`src/shared/sifd_pkg.sv`:
```
// package: constants, types for the servo input function decoder
package sifd_pkg;

  // ----------------------------------------------------------------
  // terminal logic settings
  // ----------------------------------------------------------------
  localparam logic [2:0] LOGIC_LOW   = 3'h0;
  localparam logic [2:0] LOGIC_HIGH  = 3'h1;
  localparam logic [2:0] LOGIC_RISE  = 3'h2;
  localparam logic [2:0] LOGIC_FALL  = 3'h3;
  localparam logic [2:0] LOGIC_BOTH  = 3'h4;

  // ----------------------------------------------------------------
  // terminals and function numbers
  // ----------------------------------------------------------------
  localparam int NUM_DI   = 9;
  localparam int FUNC_LO  = 20;
  localparam int FUNC_HI  = 36;
  localparam int NUM_FUNC = 17;

  localparam logic [5:0] FN_STEP     = 6'h14;
  localparam logic [5:0] FN_SCALE_A  = 6'h15;
  localparam logic [5:0] FN_SCALE_B  = 6'h16;
  localparam logic [5:0] FN_WHEEL    = 6'h17;
  localparam logic [5:0] FN_GEAR     = 6'h18;
  localparam logic [5:0] FN_TORQUE   = 6'h19;
  localparam logic [5:0] FN_VELOCITY = 6'h1a;
  localparam logic [5:0] FN_POSITION = 6'h1b;
  localparam logic [5:0] FN_MULTI    = 6'h1c;
  localparam logic [5:0] FN_RELEASE  = 6'h1d;
  localparam logic [5:0] FN_ORIGIN   = 6'h1f;
  localparam logic [5:0] FN_SEARCH   = 6'h20;
  localparam logic [5:0] FN_BLOCK    = 6'h21;
  localparam logic [5:0] FN_HALT     = 6'h22;
  localparam logic [5:0] FN_DEVCLR   = 6'h23;
  localparam logic [5:0] FN_VCAP     = 6'h24;

  // ----------------------------------------------------------------
  // multiplier codes, speed-limit source
  // ----------------------------------------------------------------
  localparam logic [1:0] SCALE_X1   = 2'h0;
  localparam logic [1:0] SCALE_X10  = 2'h1;
  localparam logic [1:0] SCALE_X100 = 2'h2;
  localparam logic [1:0] VCAP_SRC_DI = 2'h2;

  // ----------------------------------------------------------------
  // register map (wishbone byte addresses)
  // ----------------------------------------------------------------
  localparam logic [7:0] ADDR_ASSIGN = 8'h00;  // 9 words, one per terminal
  localparam logic [7:0] ADDR_CTRL   = 8'h40;
  localparam logic [7:0] ADDR_VCAP1  = 8'h44;
  localparam logic [7:0] ADDR_VCAP2  = 8'h48;
  localparam logic [7:0] ADDR_STATUS = 8'h4c;
  localparam logic [7:0] ADDR_STEP   = 8'h50;
  localparam int ASSIGN_FN_LSB  = 0;
  localparam int ASSIGN_LOG_LSB = 8;
  localparam int CTRL_RUN_BIT   = 0;
  localparam int CTRL_DONE_BIT  = 1;
  localparam int CTRL_SRC_LSB   = 4;

  typedef struct packed {
    logic [5:0] func;
    logic [2:0] logic_sel;
  } sifd_assign_t;

  typedef struct packed {
    logic        step_run;
    logic [1:0]  wheel_scale;
    logic        wheel_on;
    logic        gear_two;
    logic        torque_fwd;
    logic        velocity_fwd;
    logic        position_invert;
    logic        multi_on;
    logic        move_locked;
    logic        origin_hit;
    logic        search_start;
    logic        searching;
    logic        move_blocked;
    logic        halt_hold;
    logic        deviation_clear;
  } sifd_cmd_t;

endpackage

```
`src/logic/sifd_decoder.sv`:
```
// module: digital input function decoder with wishbone registers
//
// Overview of operation
// - step input runs step amount while servo running, else lock
// - two inputs pick x10, x100, else x1
// - wheel enabled only while input active
// - gear ratio two while select active
// - torque, speed forward when select active
// - position direction inverted when input inactive
// - multi-position edge input enables, else locked
// - unlock input releases on-the-fly latch
// - without unlock, latch held, references ignored
// - origin sensor active marks home position
// - level-only: rise to high, fall to low
// - level-only: both edges becomes low level
// - search start ignored while search running
// - block input prohibits on-the-fly changes
// - halt input stops and holds position
// - deviation clear input clears accumulated deviation
// - source two, select active: first cap
//
// Implementation choices: the Wishbone interface to the registers and the address map.
`timescale 1ns/100ps
module sifd_decoder (
  input  wire logic                     clk,
  input  wire logic                     reset,
  input  wire logic [8:0]               di_pin,
  input  wire logic                     xint_trigger,
  input  wire logic                     origin_search_done,
  input  wire logic                     wb_cyc_i,
  input  wire logic                     wb_stb_i,
  input  wire logic                     wb_we_i,
  input  wire logic [7:0]               wb_adr_i,
  input  wire logic [3:0]               wb_sel_i,
  input  wire logic [31:0]              wb_dat_i,
  output logic      [31:0]              wb_dat_o,
  output logic                          wb_ack_o,
  output sifd_pkg::sifd_cmd_t           cmd,
  output logic      [31:0]              step_amount,
  output logic      [15:0]              velocity_cap
);

  // ----------------------------------------------------------------
  // configuration registers
  // ----------------------------------------------------------------
  sifd_pkg::sifd_assign_t assign_reg [sifd_pkg::NUM_DI];
  logic [31:0] step_amount_param;
  logic [15:0] velocity_cap_first_param;
  logic [15:0] velocity_cap_second_param;
  logic [1:0]  velocity_cap_source_param;
  logic        servo_running;

  // ----------------------------------------------------------------
  // terminal logic coercion and function gather
  // ----------------------------------------------------------------
  logic [sifd_pkg::NUM_DI-1:0] term_active;
  logic [2:0] eff_logic [sifd_pkg::NUM_DI];
  logic [sifd_pkg::NUM_FUNC-1:0] func_act;

  function automatic logic level_only(input logic [5:0] f);
    level_only = (f == sifd_pkg::FN_ORIGIN) || (f == sifd_pkg::FN_BLOCK);
  endfunction

  function automatic logic [2:0] coerce(input logic [2:0] s);
    unique case (s)
      sifd_pkg::LOGIC_RISE: coerce = sifd_pkg::LOGIC_HIGH;
      sifd_pkg::LOGIC_FALL: coerce = sifd_pkg::LOGIC_LOW;
      sifd_pkg::LOGIC_BOTH: coerce = sifd_pkg::LOGIC_LOW;
      default:              coerce = s;
    endcase
  endfunction

  genvar gi;
  generate
    for (gi = 0; gi < sifd_pkg::NUM_DI; gi++) begin : g_term
      assign eff_logic[gi] = level_only(assign_reg[gi].func) ?
        coerce(assign_reg[gi].logic_sel) : assign_reg[gi].logic_sel;
      sifd_terminal u_term (
        .clk       (clk),
        .reset     (reset),
        .pin       (di_pin[gi]),
        .logic_sel (eff_logic[gi]),
        .active    (term_active[gi])
      );
    end
  endgenerate

  // several terminals may share a function; any active one wins
  always_comb begin
    func_act = '0;
    for (int t = 0; t < sifd_pkg::NUM_DI; t++) begin
      for (int f = 0; f < sifd_pkg::NUM_FUNC; f++) begin
        if (assign_reg[t].func == 6'(f + sifd_pkg::FUNC_LO) && term_active[t])
          func_act[f] = 1'b1;
      end
    end
  end

  function automatic logic fa(input logic [5:0] fn);
    fa = func_act[5'(fn - 6'(sifd_pkg::FUNC_LO))];
  endfunction

  // ----------------------------------------------------------------
  // decoded commands
  // ----------------------------------------------------------------
  // a continuous assignment only wakes on its operands, not on what a
  // function reads behind them, so these index func_act directly
  localparam int IX_SCALE_A = int'(sifd_pkg::FN_SCALE_A) - sifd_pkg::FUNC_LO;
  localparam int IX_SCALE_B = int'(sifd_pkg::FN_SCALE_B) - sifd_pkg::FUNC_LO;
  localparam int IX_VCAP    = int'(sifd_pkg::FN_VCAP) - sifd_pkg::FUNC_LO;
  localparam int IX_RELEASE = int'(sifd_pkg::FN_RELEASE) - sifd_pkg::FUNC_LO;
  localparam int IX_BLOCK   = int'(sifd_pkg::FN_BLOCK) - sifd_pkg::FUNC_LO;
  localparam int IX_SEARCH  = int'(sifd_pkg::FN_SEARCH) - sifd_pkg::FUNC_LO;
  wire act_a = func_act[IX_SCALE_A];
  wire act_b = func_act[IX_SCALE_B];
  wire [1:0] next_scale =
    (act_a & ~act_b) ? sifd_pkg::SCALE_X10 :
    (~act_a & act_b) ? sifd_pkg::SCALE_X100 :
    sifd_pkg::SCALE_X1;
  wire vcap_di = velocity_cap_source_param == sifd_pkg::VCAP_SRC_DI;
  wire [15:0] next_cap = (vcap_di & func_act[IX_VCAP]) ?
    velocity_cap_first_param :
    velocity_cap_second_param;
  // latch stays until released; trigger sets it unless blocked
  wire next_locked =
    func_act[IX_RELEASE] ? 1'b0 :
    (xint_trigger & ~func_act[IX_BLOCK]) ? 1'b1 :
    cmd.move_locked;
  wire search_req = func_act[IX_SEARCH];
  wire next_start = search_req & ~cmd.searching;
  // set wins over the done clear
  wire next_searching = next_start |
    (cmd.searching & ~origin_search_done);
  logic multi_on;

  always_ff @(posedge clk or posedge reset) begin
    if (reset) begin
      multi_on <= 1'b0;
    end else begin
      multi_on <= fa(sifd_pkg::FN_MULTI);
    end
  end

  always_ff @(posedge clk or posedge reset) begin
    if (reset) begin
      cmd          <= '0;
      velocity_cap <= '0;
      step_amount  <= '0;
    end else begin
      cmd.step_run        <= servo_running & fa(sifd_pkg::FN_STEP);
      cmd.wheel_scale     <= next_scale;
      cmd.wheel_on        <= fa(sifd_pkg::FN_WHEEL);
      cmd.gear_two        <= fa(sifd_pkg::FN_GEAR);
      cmd.torque_fwd      <= fa(sifd_pkg::FN_TORQUE);
      cmd.velocity_fwd    <= fa(sifd_pkg::FN_VELOCITY);
      cmd.position_invert <= ~fa(sifd_pkg::FN_POSITION);
      cmd.multi_on        <= multi_on;
      cmd.move_locked     <= next_locked;
      cmd.origin_hit      <= fa(sifd_pkg::FN_ORIGIN);
      cmd.search_start    <= next_start;
      cmd.searching       <= next_searching;
      cmd.move_blocked    <= fa(sifd_pkg::FN_BLOCK);
      cmd.halt_hold       <= fa(sifd_pkg::FN_HALT);
      cmd.deviation_clear <= fa(sifd_pkg::FN_DEVCLR);
      velocity_cap        <= next_cap;
      step_amount         <= cmd.step_run ? step_amount_param : '0;
    end
  end

  // ----------------------------------------------------------------
  // wishbone slave, one wait-free ack per access
  // ----------------------------------------------------------------
  wire req = wb_cyc_i & wb_stb_i & ~wb_ack_o;
  wire wr  = req & wb_we_i;
  wire in_assign = wb_adr_i < 8'(4 * sifd_pkg::NUM_DI);
  wire [3:0] aidx = wb_adr_i[5:2];
  wire hit_ctrl = wb_adr_i == sifd_pkg::ADDR_CTRL;
  wire hit_cap1 = wb_adr_i == sifd_pkg::ADDR_VCAP1;
  wire hit_cap2 = wb_adr_i == sifd_pkg::ADDR_VCAP2;
  wire hit_stat = wb_adr_i == sifd_pkg::ADDR_STATUS;
  wire hit_step = wb_adr_i == sifd_pkg::ADDR_STEP;
  wire [31:0] assign_word = in_assign ?
    {21'h0, assign_reg[aidx].logic_sel, 2'h0, assign_reg[aidx].func} :
    32'h0;
  wire [31:0] ctrl_word = {26'h0, velocity_cap_source_param,
    3'h0, servo_running};
  wire [31:0] stat_word = {7'h0, func_act, 8'h0};
  wire [31:0] next_rdata =
    in_assign ? assign_word :
    hit_ctrl  ? ctrl_word :
    hit_cap1  ? {16'h0, velocity_cap_first_param} :
    hit_cap2  ? {16'h0, velocity_cap_second_param} :
    hit_stat  ? stat_word :
    hit_step  ? step_amount_param :
    32'h0;  // unmapped reads as zero, writes dropped

  always_ff @(posedge clk or posedge reset) begin
    if (reset) begin
      wb_ack_o <= 1'b0;
      wb_dat_o <= '0;
    end else begin
      wb_ack_o <= req;
      wb_dat_o <= req ? next_rdata : '0;
    end
  end

  always_ff @(posedge clk or posedge reset) begin
    if (reset) begin
      for (int i = 0; i < sifd_pkg::NUM_DI; i++) begin
        assign_reg[i] <= '0;
      end
      step_amount_param         <= '0;
      velocity_cap_first_param  <= '0;
      velocity_cap_second_param <= '0;
      velocity_cap_source_param <= '0;
      servo_running             <= 1'b0;
    end else if (wr) begin
      if (in_assign && wb_sel_i[0]) begin
        assign_reg[aidx].func <= wb_dat_i[5:0];
      end
      if (in_assign && wb_sel_i[1]) begin
        assign_reg[aidx].logic_sel <= wb_dat_i[10:8];
      end
      if (hit_ctrl && wb_sel_i[0]) begin
        servo_running             <= wb_dat_i[0];
        velocity_cap_source_param <= wb_dat_i[5:4];
      end
      if (hit_cap1 && wb_sel_i[0]) begin
        velocity_cap_first_param[7:0] <= wb_dat_i[7:0];
      end
      if (hit_cap1 && wb_sel_i[1]) begin
        velocity_cap_first_param[15:8] <= wb_dat_i[15:8];
      end
      if (hit_cap2 && wb_sel_i[0]) begin
        velocity_cap_second_param[7:0] <= wb_dat_i[7:0];
      end
      if (hit_cap2 && wb_sel_i[1]) begin
        velocity_cap_second_param[15:8] <= wb_dat_i[15:8];
      end
      for (int b = 0; b < 4; b++) begin
        if (hit_step && wb_sel_i[b]) begin
          step_amount_param[8*b +: 8] <= wb_dat_i[8*b +: 8];
        end
      end
    end
  end

endmodule

```
`src/logic/sifd_terminal.sv`:
```
// module: one terminal, polarity and edge detection
`timescale 1ns/100ps
module sifd_terminal (
  input  wire logic       clk,
  input  wire logic       reset,
  input  wire logic       pin,
  input  wire logic [2:0] logic_sel,
  output logic            active
);
  logic sync_a;
  logic sync_b;
  logic prev;

  // ----------------------------------------------------------------
  // decode
  // ----------------------------------------------------------------
  wire rise = sync_b & ~prev;
  wire fall = ~sync_b & prev;
  wire next_active =
    (logic_sel == sifd_pkg::LOGIC_HIGH) ? sync_b :
    (logic_sel == sifd_pkg::LOGIC_RISE) ? rise :
    (logic_sel == sifd_pkg::LOGIC_FALL) ? fall :
    (logic_sel == sifd_pkg::LOGIC_BOTH) ? (rise | fall) :
    ~sync_b;

  always_ff @(posedge clk or posedge reset) begin
    if (reset) begin
      sync_a <= 1'b0;
      sync_b <= 1'b0;
      prev   <= 1'b0;
      active <= 1'b0;
    end else begin
      sync_a <= pin;
      sync_b <= sync_a;
      prev   <= sync_b;
      active <= next_active;
    end
  end
endmodule

```
`config.mk`:
```
export PLATFORM = sky130hd
export DESIGN_NAME = sifd_decoder
export DESIGN_NICKNAME = d
export VERILOG_FILES = /design/src/shared/sifd_pkg.sv /design/src/logic/sifd_decoder.sv /design/src/logic/sifd_terminal.sv
export SDC_FILE = /design/constraint.sdc
export NUM_CORES = 1
export LEC_CHECK = 0
export BUFFER_PORTS_ARGS = -buffer_cell sky130_fd_sc_hd__buf_2
export CAP_MARGIN = 20
export CORE_UTILIZATION = 64
export CTS_CLUSTER_DIAMETER = 40
export DETAILED_ROUTE_END_ITERATION = 16
export GPL_TIMING_DRIVEN = 0
export PLACE_DENSITY_LB_ADDON = 0.08
export SKIP_LAST_GASP = 1
export SLEW_MARGIN = 20
export SYNTH_ARGS = -nofsm -noshare
export SYNTH_HDL_FRONTEND = slang
export SYNTH_SLANG_ARGS = --single-unit
```
`constraint.sdc`:
```
create_clock -name clk -period 13.7 [get_ports clk]
set_input_delay 1.37 -clock clk [delete_from_list [all_inputs] [get_ports clk]]
set_output_delay 1.37 -clock clk [all_outputs]
set_load 0.01 [all_outputs]
```
==> results.json <==
{
  "status": "finished, final reports clean",
  "fin_skew_ns": 0.0155,
  "finalNetCount": 1463,
  "core_um2": 21800,
  "crit_type": "primary input to flip-flop",
  "drive_gt1_frac": 0.332,
  "power.total_mw": 1.91,
  "relSlewSlack": 0.209,
  "grt_use_total": 0.380,
  "cp.required_ns": 14.14,
  "min_path_type": "flip-flop to flip-flop",
  "maxCapViolations": 0,
  "cts-hold-fix-buffers": 0,
  "synth_largest_area_cell": "dfrtp_1",
  "crit_top_cell": "buf_2",
  "drc": 0,
  "die_w_um": 151,
  "largest_reg_flops": 81,
  "leakagePower_nw": 8.00,
  "yosysWarnings": 0,
  "switchingPower_mw": 0.444,
  "post_cts_resized": 0,
  "yosys-top-cells-count": "dfrtp_1 (282), mux2_2 (174), nand2_1 (83), a21oi_1 (47), and2_1 (41)",
  "syn_area_per_cell_um2": 11.9,
  "netlist_instances": 1191,
  "cp-startpoint": "wb_adr_i[5]",
  "rsz0062_at_grt": "false",
  "grt_pass1_wl_um": 63700,
  "worst_path_max_delay_cell": "nor3_1",
  "cp.arrival_ns": 4.04,
  "ys.flop_type": "dfrtp_1",
  "cts_tree": "built",
  "hold_slack_ns": 0.348,
  "drt_wl_total_um": 41900,
  "drv_slew": 0,
  "synth_most_common_cell": "dfrtp_1",
  "io_buffers": 155,
  "setup_tns_ns": 0,
  "netlist_area_um2": 14100,
  "path_max_fanout": 10,
  "grt_util_met2": 0.612,
  "critPathMaxStageDelay_ns": 0.94,
  "gp_congestion": 0.965,
  "max_freq_ghz": 0.278,
  "finalSetupViolCount": 0,
  "fin_ws_ns": 10.10,
  "use_met1": 0.513,
  "async_reset_ff_frac": 1.00,
  "cts.path.max_buffers": 3,
  "ys_ff_latch": 282,
  "cts_buffers": 35,
  "ys_seq_area_frac": 0.499,
  "synth_area_leaders": "dfrtp_1 (50%), mux2_2 (14%), mux4_2 (2.9%)",
  "cp-start-kind": "primary input",
  "period_share": 0.262,
  "die_h_um": 151,
  "syn_nets": 1269,
  "drtIter0Drc": 1025,
  "dieArea_um2": 22700,
  "overflow": 0,
  "fin_crit_ns": 3.60,
  "antenna_found_initial": 2,
  "htree_levels": 2,
  "tightest_slew_ns": 1.17,
  "power_density_nw_per_um2": 116,
  "pwr-share-comb": 0.052,
  "path_cells": "buf_2 -> buf_2 -> o31a_1 -> nor3_2 -> nor3_1 -> clkbuf_1 -> o221ai_1 -> a21oi_1",
  "use_met3": 0.0597,
  "hpwl_um": 30200,
  "end_kind": "flip-flop",
  "p_int_mw": 1.47,
  "areaGrowthSynthToFinish_pct": 17.1,
  "grt_pass1_vias": 10903,
  "cts.sinks": 282,
  "clkLatencyLatePin_ns": 0.53,
  "synth_edf_count": 0,
  "min-delay-start": "g_term[1].u_term.sync_a",
  "fin_util": 0.761,
  "initial_core_util": 0.650,
  "boundaryPins": 157,
  "grt_busiest_layer": "met2",
  "antenna_left": 0,
  "synth_top_area_frac": 0.499,
  "swShare": 0.232,
  "ir_worst_vdd_uv": 104,
  "cts_root_buf": "clkbuf_16",
  "clk_pin_slew_ns": 0.06,
  "vias_per_cell": 6.64,
  "pwr-share-seq": 0.450,
  "pre_cts_slack_ns": 9.81,
  "synth.distinct_cells": 74,
  "postCtsSetupBuffers": 0,
  "clockPowerShare": 0.498,
  "wire_per_inst_um": 24.8,
  "hold_violations": 0,
  "rows": 54,
  "rr_startpoint": "g_term[1].u_term.active",
  "dr.pass1.iters": 6,
  "num_vias": 11216,
  "grt_max_degree": 101
}
-- final cells by class --
| cell class | count | area (µm²) |
|---|---|---|
| diodes | 1 | 2.50 |
| plain buffers | 53 | 240 |
| clock buffers | 43 | 936 |
| clock inverters | 18 | 275 |
| fillers | 1386 | 5200 |
| inverters | 33 | 131 |
| multi-input cells | 823 | 6730 |
| flip-flops and latches | 282 | 7060 |
| well taps | 280 | 350 |
| repair buffers | 157 | 831 |
-- kinds of logic (layout without fill, tap and decap cells) --
kind of cell             after synthesis  in the layout  synth area share
AND/OR/NAND/NOR                      388            388             0.175
AO/OA/AOI/OAI                        206            206             0.103
buffers and inverters                 86            304            0.0258
multiplexers                         209            209             0.179
adder cells (fa/ha/maj)               20             20            0.0173
flip-flops                           282            282             0.499
other                                  0              1                 0
-- per-stage QoR --
stage	instance area, µm²	std cells
2_1_floorplan	14100	1191
3_3_place_gp	15300	1626
3_5_place_dp	15300	1628
4_1_cts	16500	1689
5_1_grt	16500	1689
6_report	16600	1690
-- power by group through the flow --
| stage | Clock [mW] | Sequential (mW) | Combinational, mW |
|---|---|---|---|
| after floorplan | 0 | 0.871 | 0.0588 |
| after CTS | 0.960 | 0.860 | 0.0985 |
| after global routing | 0.995 | 0.861 | 0.108 |
| final | 0.953 | 0.860 | 0.0989 |
| after detailed placement | 0 | 0.874 | 0.0969 |
| after global placement | 0 | 0.874 | 0.0914 |
-- layout by cell type, fill, tap and decap left out, types with 9 or more instances in the layout --
| cell | Yosys | routed |
|---|---|---|
| nor2_4 | 10 | 10 |
| o32ai_1 | 9 | 9 |
| nand2b_1 | 20 | 20 |
| nor4b_2 | 7 | 9 |
| dfrtp_1 | 282 | 282 |
| a221oi_1 | 9 | 9 |
| o31ai_1 | 11 | 11 |
| a22oi_1 | 30 | 30 |
| ha_1 | 18 | 18 |
| mux2_2 | 174 | 174 |
| nand3_1 | 22 | 22 |
| and2_1 | 41 | 41 |
| buf_2 | 12 | 167 |
| mux4_2 | 18 | 18 |
| clkbuf_1 | 34 | 39 |
| o21ai_0 | 30 | 30 |
| and3b_1 | 15 | 15 |
| nand2_1 | 83 | 83 |
| nor4bb_1 | 18 | 18 |
| nand4_1 | 17 | 17 |
| mux2i_1 | 17 | 17 |
| and3_1 | 17 | 17 |
| nor3b_1 | 11 | 11 |
| nor2b_1 | 26 | 26 |
| inv_1 | 33 | 32 |
| nor2_1 | 34 | 34 |
| clkbuf_16 | 0 | 35 |
| a21oi_1 | 47 | 47 |
-- critical path, delay by kind of cell --
family / cells / cell delay [ns]
AO/OA/AOI/OAI: 3 / 0.74
buffers and inverters: 3 / 0.90
AND/OR/NAND/NOR: 2 / 1.00
-- metal layers --
| layer | routed length, µm | part of all wire |
|---|---|---|
| met5 | 13 | 0.00031 |
| met4 | 1710 | 0.041 |
| met3 | 3680 | 0.088 |
| met2 | 19800 | 0.47 |
| met1 | 16700 | 0.40 |
-- worst paths after layout --
path | endpoint | slack, ns | cells past startpoint
worst min-delay path | g_term[1].u_term.sync_b | 0.35 | 0
worst max register to register | velocity_cap[10] | 10.95 | 6
min in group asynchronous | velocity_cap[12] | 0.96 | 2
worst min register to register | g_term[1].u_term.sync_b | 0.35 | 0
max in group asynchronous | step_amount_param[17] | 11.77 | 3
worst max-delay path | wb_dat_o[15] | 10.10 | 8
Power figures use the tool's default switching activity.
